==> config.mk <==
export PLATFORM = sky130hd
export DESIGN_NAME = arsm_top
export DESIGN_NICKNAME = d
export VERILOG_FILES = /design/src/arsm_pkg.sv /design/src/arsm_top.sv
export SDC_FILE = /design/constraint.sdc
export NUM_CORES = 1
export LEC_CHECK = 0
export BUFFER_PORTS_ARGS = -buffer_cell sky130_fd_sc_hd__clkbuf_2
export CORE_MARGIN = 4
export CORE_UTILIZATION = 60
export DETAILED_ROUTE_END_ITERATION = 6
export PLACE_DENSITY = 0.87
export SLEW_MARGIN = 20
export SYNTH_ARGS = -nofsm -noshare
export SYNTH_HDL_FRONTEND = slang
export SYNTH_SLANG_ARGS = --single-unit
==> constraint.sdc <==
create_clock -name i_clk -period 8.72 [get_ports i_clk]
set_input_delay 0.436 -clock i_clk [delete_from_list [all_inputs] [get_ports i_clk]]
set_output_delay 0.436 -clock i_clk [all_outputs]
set_load 0.01 [all_outputs]
==> src/arsm_pkg.sv <==
package arsm_pkg;

  // Clock rate and timing figures.
  localparam int CLK_HZ = 10_000_000;
  localparam int BRK_SUPV_MS = 200;
  localparam int BRK_SUPV_CYC = BRK_SUPV_MS * (CLK_HZ / 1000);

  // Register offsets.
  localparam logic [3:0] REG_CTRL = 4'h0;
  localparam logic [3:0] REG_SHOTS = 4'h1;
  localparam logic [3:0] REG_T_HOLD = 4'h2;
  localparam logic [3:0] REG_T_FAULT = 4'h3;
  localparam logic [3:0] REG_T_DEAD = 4'h4;
  localparam logic [3:0] REG_T_CONF = 4'h5;
  localparam logic [3:0] REG_T_SETTLE = 4'h6;
  localparam logic [3:0] REG_T_LORST = 4'h7;
  localparam logic [3:0] REG_STATUS = 4'h8;

  // Control register bit positions.
  localparam int CTRL_EN = 0;
  localparam int CTRL_BRK = 1;
  localparam int CTRL_RDY_USED = 2;

  // Reset values.
  localparam logic [2:0] CTRL_RST = 3'h3;
  localparam logic [3:0] SHOTS_RST = 4'h2;
  localparam logic [31:0] TIMER_RST = 32'h0000_03E8;

  // Top-level and shot-cycle states.
  typedef enum logic [2:0] {
    ARSM_STANDBY, ARSM_HOLD, ARSM_READY, ARSM_RUN, ARSM_BLOCKED, ARSM_LOCKOUT
  } arsm_top_e;

  typedef enum logic [2:0] {
    ARSM_FAULT, ARSM_WAIT_OPEN, ARSM_DEAD, ARSM_RECLOSING, ARSM_SETTLE
  } arsm_sub_e;

  // Inputs from the breaker and protection functions.
  typedef struct packed {
    logic brk_closed;
    logic brk_ready;
    logic init_pickup;
    logic init_trip;
    logic gen_trip;
    logic block_fc;
    logic [1:0] ext_block;
    logic lo_reset;
    logic rate_exceeded;
    logic svc_alarm;
  } arsm_in_s;

  // Configuration held in registers.
  typedef struct packed {
    logic [2:0] ctrl;
    logic [3:0] shots;
    logic [31:0] t_hold;
    logic [31:0] t_fault;
    logic [31:0] t_dead;
    logic [31:0] t_conf;
    logic [31:0] t_settle;
    logic [31:0] t_lorst;
  } arsm_cfg_s;

endpackage

==> src/arsm_top.sv <==
// The placing of the registers and the strobed register port are this design's own decisions.
`timescale 1ns/1ps
`default_nettype none

// What this block does
// RULE_01 - Start allowed only when enabled, breaker assigned, no external block.
// RULE_02 - Standby when breaker open, no initiation, no blocking.
// RULE_03 - No reclose shot is ever issued from Standby.
// RULE_04 - Breaker closing in Standby starts hold timer, enters hold.
// RULE_05 - Hold goes to Ready only on timer expiry with breaker closed.
// RULE_06 - Ready when closed, hold expired, no initiation, no blocking.
// RULE_07 - Reclose start accepted only from Ready.
// RULE_08 - Run entered from Ready, breaker closed, unblocked, initiation asserted.
// RULE_09 - Blocked while a blocking function is asserted, leave when gone.
// RULE_10 - Listed failure conditions force Lockout.
// RULE_11 - Lockout left after reset input and lockout reset timer expiry.
// RULE_12 - Service alarms never cause Lockout.
// RULE_13 - Fault timer runs; trip before expiry moves to await-open.
// RULE_14 - Breaker must open within 200 ms, then dead timer starts.
// RULE_15 - Dead timer runs to end unless block or lockout.
// RULE_16 - Reclose only if open, ready, no pickup, trips or general trip.
// RULE_17 - Shot counter increments before the reclose command.
// RULE_18 - Confirmation timer starts before entering Reclosing.
// RULE_19 - Breaker closing during confirmation starts settle timer.
// RULE_20 - Settle expiry without fault returns Ready, sets successful.
// RULE_21 - Fault in settling reruns shot; shots exhausted give Lockout, failed.
// RULE_22 - Trip during hold keeps timer; expiry with breaker open gives Standby.
// RULE_23 - Timers count clock ticks; reset gives Standby, shot counter zero.
module arsm_top
  import arsm_pkg::*;
(
  input wire logic i_clk,
  input wire logic i_reset_n,
  input wire logic i_brk_closed,
  input wire logic i_brk_ready,
  input wire logic i_init_pickup,
  input wire logic i_init_trip,
  input wire logic i_gen_trip,
  input wire logic i_block_fc,
  input wire logic [1:0] i_external_block_inputs,
  input wire logic i_lo_reset,
  input wire logic i_rate_exceeded,
  input wire logic i_svc_alarm,
  input wire logic [3:0] i_addr,
  input wire logic [31:0] i_wdata,
  input wire logic i_wr,
  input wire logic i_rd,
  output logic [31:0] o_rdata,
  output logic o_reclose_cmd,
  output logic [3:0] o_shot_count,
  output logic o_successful,
  output logic o_failed,
  output logic [2:0] o_state
);

  // Whole module state in one struct.
  typedef struct packed {
    arsm_top_e top;
    arsm_sub_e sub;
    logic [31:0] timer;
    logic [3:0] shot;
    logic prev_closed;
    logic lo_req;
    logic reclose;
    logic ok;
    logic fail;
    logic [31:0] rdata;
    arsm_cfg_s cfg;
  } arsm_state_s;

  arsm_state_s st;
  arsm_state_s next_st;
  arsm_in_s in;

  // Gather the pins into one bundle.
  assign in = '{i_brk_closed, i_brk_ready, i_init_pickup, i_init_trip, i_gen_trip,
                i_block_fc, i_external_block_inputs, i_lo_reset, i_rate_exceeded,
                i_svc_alarm};

  logic allowed;
  logic blocked;
  logic timer_done;
  logic init_any;
  logic close_edge;

  // Function availability and blocking summary.
  always_comb begin
    allowed = st.cfg.ctrl[CTRL_EN] && st.cfg.ctrl[CTRL_BRK]
              && (in.ext_block == 2'h0); // RULE_01
    blocked = in.block_fc || (in.ext_block != 2'h0);
    timer_done = (st.timer == 32'h0000_0000);
    init_any = in.init_pickup || in.init_trip;
    close_edge = in.brk_closed && !st.prev_closed;
  end

  // Next-state logic for the registers and both state machines.
  always_comb begin
    next_st = st;
    next_st.prev_closed = in.brk_closed;
    next_st.reclose = 1'b0;
    next_st.rdata = 32'h0000_0000;
    if (!timer_done) begin
      next_st.timer = st.timer - 32'h0000_0001; // RULE_23
    end
    // Register writes and reads.
    if (i_wr) begin
      case (i_addr)
        REG_CTRL: next_st.cfg.ctrl = i_wdata[2:0];
        REG_SHOTS: next_st.cfg.shots = i_wdata[3:0];
        REG_T_HOLD: next_st.cfg.t_hold = i_wdata;
        REG_T_FAULT: next_st.cfg.t_fault = i_wdata;
        REG_T_DEAD: next_st.cfg.t_dead = i_wdata;
        REG_T_CONF: next_st.cfg.t_conf = i_wdata;
        REG_T_SETTLE: next_st.cfg.t_settle = i_wdata;
        REG_T_LORST: next_st.cfg.t_lorst = i_wdata;
        default: next_st.cfg = st.cfg;
      endcase
    end
    if (i_rd) begin
      case (i_addr)
        REG_CTRL: next_st.rdata = {29'h0, st.cfg.ctrl};
        REG_SHOTS: next_st.rdata = {28'h0, st.cfg.shots};
        REG_T_HOLD: next_st.rdata = st.cfg.t_hold;
        REG_T_FAULT: next_st.rdata = st.cfg.t_fault;
        REG_T_DEAD: next_st.rdata = st.cfg.t_dead;
        REG_T_CONF: next_st.rdata = st.cfg.t_conf;
        REG_T_SETTLE: next_st.rdata = st.cfg.t_settle;
        REG_T_LORST: next_st.rdata = st.cfg.t_lorst;
        REG_STATUS: next_st.rdata = {18'h0, st.fail, st.ok, st.shot, 1'b0, st.sub,
                                     1'b0, st.top};
        default: next_st.rdata = 32'h0000_0000;
      endcase
    end
    // Service alarms are deliberately not read here, so they can never lock out. // RULE_12
    case (st.top)
      ARSM_STANDBY: begin
        // No shot is possible here; only a closing or a block while enabled moves us on.
        if (blocked && st.cfg.ctrl[CTRL_EN]) begin
          next_st.top = ARSM_BLOCKED; // RULE_09
        end else if (close_edge) begin
          next_st.top = ARSM_HOLD; // RULE_04
          next_st.timer = st.cfg.t_hold;
        end
      end
      ARSM_HOLD: begin
        // Timer keeps running even if a trip opens the breaker.
        if (timer_done) begin
          next_st.top = in.brk_closed ? ARSM_READY : ARSM_STANDBY; // RULE_05 RULE_22
        end
      end
      ARSM_READY: begin
        if (!in.brk_closed) begin
          next_st.top = ARSM_STANDBY; // RULE_02
        end else if (blocked && st.cfg.ctrl[CTRL_EN]) begin
          next_st.top = ARSM_BLOCKED; // RULE_09
        end else if (allowed && init_any && st.prev_closed) begin
          next_st.top = ARSM_RUN; // RULE_07 RULE_08
          next_st.sub = ARSM_FAULT;
          next_st.timer = st.cfg.t_fault;
          next_st.shot = 4'h0;
          next_st.ok = 1'b0;
          next_st.fail = 1'b0;
        end
      end
      ARSM_BLOCKED: begin
        if (!blocked) begin
          next_st.top = in.brk_closed ? ARSM_READY : ARSM_STANDBY; // RULE_09 RULE_06
        end
      end
      ARSM_LOCKOUT: begin
        // The reset request is held until its timer runs out.
        if (in.lo_reset && !st.lo_req) begin
          next_st.lo_req = 1'b1;
          next_st.timer = st.cfg.t_lorst;
        end else if (st.lo_req && timer_done) begin
          next_st.lo_req = 1'b0; // RULE_11
          next_st.top = in.brk_closed ? ARSM_READY : ARSM_STANDBY;
        end
      end
      ARSM_RUN: begin
        if (blocked) begin
          next_st.top = ARSM_BLOCKED; // RULE_09
        end else if (in.rate_exceeded) begin
          next_st.top = ARSM_LOCKOUT; // RULE_10
        end else begin
          case (st.sub)
            ARSM_FAULT: begin
              if (in.init_trip) begin
                next_st.sub = ARSM_WAIT_OPEN; // RULE_13
                next_st.timer = 32'(BRK_SUPV_CYC);
              end else if (timer_done) begin
                next_st.top = ARSM_LOCKOUT; // RULE_10
              end
            end
            ARSM_WAIT_OPEN: begin
              if (!in.brk_closed) begin
                next_st.sub = ARSM_DEAD; // RULE_14
                next_st.timer = st.cfg.t_dead;
              end else if (timer_done) begin
                next_st.top = ARSM_LOCKOUT; // RULE_10
              end
            end
            ARSM_DEAD: begin
              // A close during dead time can only be a manual close.
              if (in.brk_closed) begin
                next_st.top = ARSM_LOCKOUT; // RULE_10
              end else if (timer_done) begin // RULE_15
                if (in.init_pickup || in.init_trip || in.gen_trip
                    || (st.cfg.ctrl[CTRL_RDY_USED] && !in.brk_ready)) begin
                  next_st.top = ARSM_LOCKOUT; // RULE_10 RULE_16
                end else begin
                  next_st.shot = st.shot + 4'h1; // RULE_17
                  next_st.reclose = 1'b1; // RULE_16
                  next_st.timer = st.cfg.t_conf; // RULE_18
                  next_st.sub = ARSM_RECLOSING;
                end
              end
            end
            ARSM_RECLOSING: begin
              if (in.brk_closed) begin
                next_st.sub = ARSM_SETTLE; // RULE_19
                next_st.timer = st.cfg.t_settle;
              end else if (timer_done) begin
                next_st.top = ARSM_LOCKOUT; // RULE_10
              end
            end
            ARSM_SETTLE: begin
              if (init_any) begin
                if (st.shot >= st.cfg.shots) begin
                  next_st.top = ARSM_LOCKOUT; // RULE_21
                  next_st.fail = 1'b1;
                end else begin
                  next_st.sub = ARSM_FAULT; // RULE_21
                  next_st.timer = st.cfg.t_fault;
                end
              end else if (timer_done) begin
                next_st.top = ARSM_READY; // RULE_20
                next_st.ok = 1'b1;
              end
            end
            default: next_st.sub = ARSM_FAULT;
          endcase
        end
      end
      default: next_st.top = ARSM_STANDBY;
    endcase
  end

  // State register; reset gives Standby with the shot counter cleared.
  always_ff @(posedge i_clk or negedge i_reset_n) begin
    if (!i_reset_n) begin
      st <= '{ARSM_STANDBY, ARSM_FAULT, 32'h0, 4'h0, 1'b0, 1'b0, 1'b0, 1'b0, 1'b0,
              32'h0, '{CTRL_RST, SHOTS_RST, TIMER_RST, TIMER_RST, TIMER_RST,
                       TIMER_RST, TIMER_RST, TIMER_RST}}; // RULE_23
    end else begin
      st <= next_st;
    end
  end

  // Outputs come straight from flip-flops.
  assign o_rdata = st.rdata;
  assign o_reclose_cmd = st.reclose;
  assign o_shot_count = st.shot;
  assign o_successful = st.ok;
  assign o_failed = st.fail;
  assign o_state = st.top;
endmodule

`default_nettype wire

After elaboration in Yosys (flattened, before gate mapping)
Index checks and enable logic that the tools add are counted.

Mux-type cells: 65. $add $sub $neg: 2. Reductions and logical operators: 38. Order comparisons: 1. Eq/ne operators: 52.

Operator list (count): $pmux 32 s9 (1); $mux 39 (6); $mux 35 (5); $mux 32 (5); $pmux 32 s5 (1); $pmux 32 s4 (1); $mux 42 (2); $mux 3 (21); $logic_not 32->1 (1); $sub 32x1->32 const B (1); $ne 2x2->1 const B (15); $pmux 3 s5 (2); $reduce_and 14->1 (2); $ne 3x3->1 const B (9); $ne 6x6->1 const B (4); $pmux 3 s6 (1); $reduce_and 2->1 (9); $reduce_and 9->1 (2); $eq 4x3->1 const B (4); $ne 5x5->1 const B (3); $eq 3x2->1 const B (4); $mux 1 (11); $mux 2 (5); $reduce_and 10->1 (1); other kinds (21) (42).

Word-level logic and storage cells: 176. Output and inout port bits: 42. Register bits after elaboration: 278.

Logic depth before layout (Yosys ltp)
Depth after elaboration: 10. Gate-level depth with buffers: 12. Gate-level depth less buffers: 9.

Worst setup path after synthesis
No wires, ideal clock.

Path kind: register to register. Start point: register st[240] (netlist name). End point: register st (netlist bit o_state[1]). Cell stages (with the launch flop): 11. Path slack: 5780 ps. Data required time: 8592 ps. Setup time: 128 ps. Arrival time: 2813 ps. Path through: dfrtp_1 > inv_1 > ha_1 > or4b_1 > or3_1 > buf_6 > nor3_4 > o22ai_1 > o31a_1 > or3_4 > mux2_1.

Longest elaborated chain between the ends: 7. Elaborated cells between the ends (all ways): 15. Classes of those cells: eq/ne (4); mux (8); reduce/logical (3).

Ends and longest elaborated chain: from (decl) (RTL line arsm_top.sv:71) `arsm_state_s st;`; from (signal assigned) (RTL line arsm_top.sv:252) `st <= '{ARSM_STANDBY, ARSM_FAULT, 32'h0, 4'h0, 1'b0, 1'b0, 1'b0, 1'b0, 1'b0,`; from (signal assigned) (RTL line arsm_top.sv:256) `st <= next_st;`; $logic_not 32->1 (*) (RTL line arsm_top.sv:91) `timer_done = (st.timer == 32'h0000_0000);`; $mux 3; $mux 3, on equally long branches; $pmux 3 s5; $mux 3 (2 in a row); $pmux 3 s6.

Mark *: on every way between the ends. The rest lies on a longest branch, timed or not. The select of a mux whose other input is x is not followed. A chain may end at the register's enable or synchronous reset.

==> impl_metrics.yaml <==
status:
  outcome: "finished, violations left"
  violations: "design-rule violations"
placement:
  place_hpwl_um: 28000
  gp_congestion: 0.975
  place.port_buffers: 91
finish:
  layout_common_cells: "dfrtp_1 (239), mux2_2 (202), a22oi_1 (91), clkbuf_2 (90), nand2_1 (83)"
  layout-drive-gt1-share_pct: 31.6
  multi_input_area_um2: 7080
  nFillCells: 1777
  final_core_util_pct: 67.1
  layout.nets: 1426
  syn2layout_area_growth_pct: 10.5
  final_common_cell: "dfrtp_1"
  num_antenna_cells: 0
  regArea_um2: 7010
worst_setup_path:
  cp_max_fo: 9
  worstSetupPathDepth: 9
  critPathTopFamily: "simple AND/OR/NAND/NOR gates"
  crit_path_start_kind: "register"
  worstPathArrival_ns: 4.46
  cp_slowest_stage_delay_ns: 0.83
  critical_path.endpoint: "st[258]"
  cp.buffers_inverters: 1
  end_kind: "register"
  r2r_cells: 9
  rr_endpoint: "st[258]"
  crit_chain: "inv_1 -> ha_1 -> or4b_1 -> or3_1 -> nor4_2 -> o21ai_1 -> a2111oi_2 -> nand2b_1 -> o211ai_1"
  cp_slowest_cell: "a2111oi_2"
  crit_path_start: "st[240]"
  cp.required_ns: 9.13
  r2r_slack_ns: 4.67
  crit_type: "register to register"
  r2r_start: "st[240]"
floorplanning:
  die_x_um: 165
  ioPinCount: 93
  die_area_um2: 27100
  core_area_um2: 24200
  fp.dieH_um: 165
  fp-row-count: 57
  start_util_pct: 60.7
global_routing:
  gr-total-overflow: 0
  antenna_found_initial: 1
  grt_pass1_wl_um: 70900
  grt_max_degree: 182
  track_usage_pct: 33.6
  grt_pass1_vias: 12600
drt:
  viasPerCell: 7.32
  wl_um: 46200
  wl_per_cell_um: 27.0
  route.detailed.drc: 6
  drtIter0Drc: 1879
  drt_pre_antenna_iters: 7
  drtAntennaViolNets: 0
  vias: 12500
pwr:
  p_int_w: 0.00304
  p_per_area_nw_per_um2: 286
  power_leakage_nw: 6.72
  power_frac_comb_pct: 29.0
  finalPower_w: 0.00465
  pwr-share-seq_pct: 42.2
  p_switching_w: 0.00160
  swShare_pct: 34.5
  max-vdd-ir-drop_uv: 216
  p_clk_share_pct: 28.8
sta:
  rsz0062_at_grt: "false"
  skew_ns: 0.0221
  post-route-period-util_pct: 46.5
  setup_viol: 0
  relSlewSlack_pct: 29.4
  setup_tns_ns: 0
  finalCriticalPeriod_ns: 4.05
  hold_viol: 0
  max_freq_mhz: 247
  slew_viol_final: 0
  worst_slew_pin_slew_ns: 1.06
yosys:
  ys.flop_type: "dfrtp_1"
  yosys_register_bits: 278
  yosys_warnings: 0
  seq_area_frac_synth_pct: 47.6
  avgSynthCellArea_um2: 10.9
  async_flop_share_pct: 100
  ys_types: 77
  synth_edf_count: 0
  synthesis.area_um2: 14700
  synth_nets: 1412
  syn_inst: 1354
cts:
  cts.repair.resized: 0
  clock_latency_ns: 0.56
  clk_path_buf_depth: 3
  cts_tree: "done"
  path_clk_slew_ns: 0.07
  ctsHoldBuffers: 1
  root_buffer: "clkbuf_16"
  cts_setup_buffers: 0
  htree_num_levels: 1
  cts_buffers: 28
  cts.sinks: 278
job:
  drv_cap: 0
min_path:
  hp-class: "input pin to register"
kinds of logic after synthesis:
logic type	Yosys count	share of synthesized area [%]
AOI/OAI and AO/OA	409	19.7
xor gates and xnor gates	29	1.73
adders and majority gates	7	0.595
buffers and inverters	147	4.85
DFF	278	47.6
muxes	204	15.6
and+or+nand+nor	280	9.93
layer usage:
layer / wire length (um) / share of wire, % / vias up / global-route usage, %
met2: 20700 / 45 / 981 / 52.5
met5: 0 / 0 / - / 0
met3: 5750 / 12 / 276 / 8.88
li1: - / - / 5191 / -
met1: 16800 / 36 / 6089 / 43.1
met4: 2930 / 6.3 / 0 / 17.7
worst min path at each step:
stage | startpoint | endpoint | slack [ns] | cells past startpoint
after floorplan | i_reset_n | o_failed | 0.14 | 0
after global placement | st[194] | st[194] | 0.49 | 1
after detailed placement | st[194] | st[194] | 0.50 | 1
after CTS | i_wdata[12] | st[76] | 0.18 | 2
after global routing | i_wdata[24] | st[56] | 0.21 | 2
final | i_wdata[12] | st[44] | 0.19 | 2
per-stage QoR:
step	setup WS, ns	hold slack, ns	area, um2	std cells
after floorplan	5.78	0.140	14700	1354
after global placement	4.90	0.491	15200	1661
after detailed placement	4.85	0.499	15200	1661
after CTS	4.77	0.185	16300	1713
after global routing	4.55	0.210	16300	1713
final	4.67	0.190	16300	1713
sequential cells by signal, indices dropped and copies added (netlist names):
signal,cells
o_failed,1
o_reclose_cmd,1
o_successful,1
st,236
o_state,3
o_rdata,32
o_shot_count,4
area by class of cell:
cell class,count,area share (%)
Clock buffer,39,5.12
Timing Repair Buffer,118,4.20
Tap cell,324,2.49
Sequential cell,278,43.1
Inverter,13,0.300
Multi-Input combinational cell,929,43.6
Clock inverter,12,1.23
synth_stat cells (5+ instances only):
cell type,n,area (um2)
a21boi_0,6,45.0
a21o_1,6,45.0
a21oi_1,70,350
a221o_1,19,190
a221oi_1,18,158
a222oi_1,17,170
a22o_1,24,210
a22oi_1,91,683
a31oi_1,36,225
and3_1,12,75.1
buf_1,22,82.6
buf_2,6,30.0
buf_4,39,293
clkbuf_1,66,248
dfrtp_1,239,5980
dfstp_2,39,1020
ha_1,7,87.6
inv_1,12,45.0
mux2_2,202,2270
nand2_1,83,312
nand2b_1,15,93.8
nand3_1,19,95.1
nand4_1,5,31.3
nor2_1,44,165
nor2b_1,10,62.6
nor3_1,29,145
nor3b_1,5,37.5
nor4_1,14,87.6
o211ai_1,12,90.1
o21a_1,5,37.5
o21ai_0,52,260
o22ai_1,10,62.6
o31ai_1,6,45.0
or3_1,13,81.3
or4_1,6,45.0
xnor2_1,12,105
xor2_1,17,149
power by group through the flow:
stage,Sequential [W],Combinational (W),Clock (W)
detailed placement,0.00196,0.00128,0
CTS,0.00194,0.00131,0.00134
finish,0.00196,0.00135,0.00134
floorplan,0.00184,0.000978,0
global route,0.00199,0.00143,0.00139
global placement,0.00193,0.00123,0
Power figures use the tool's default switching activity.
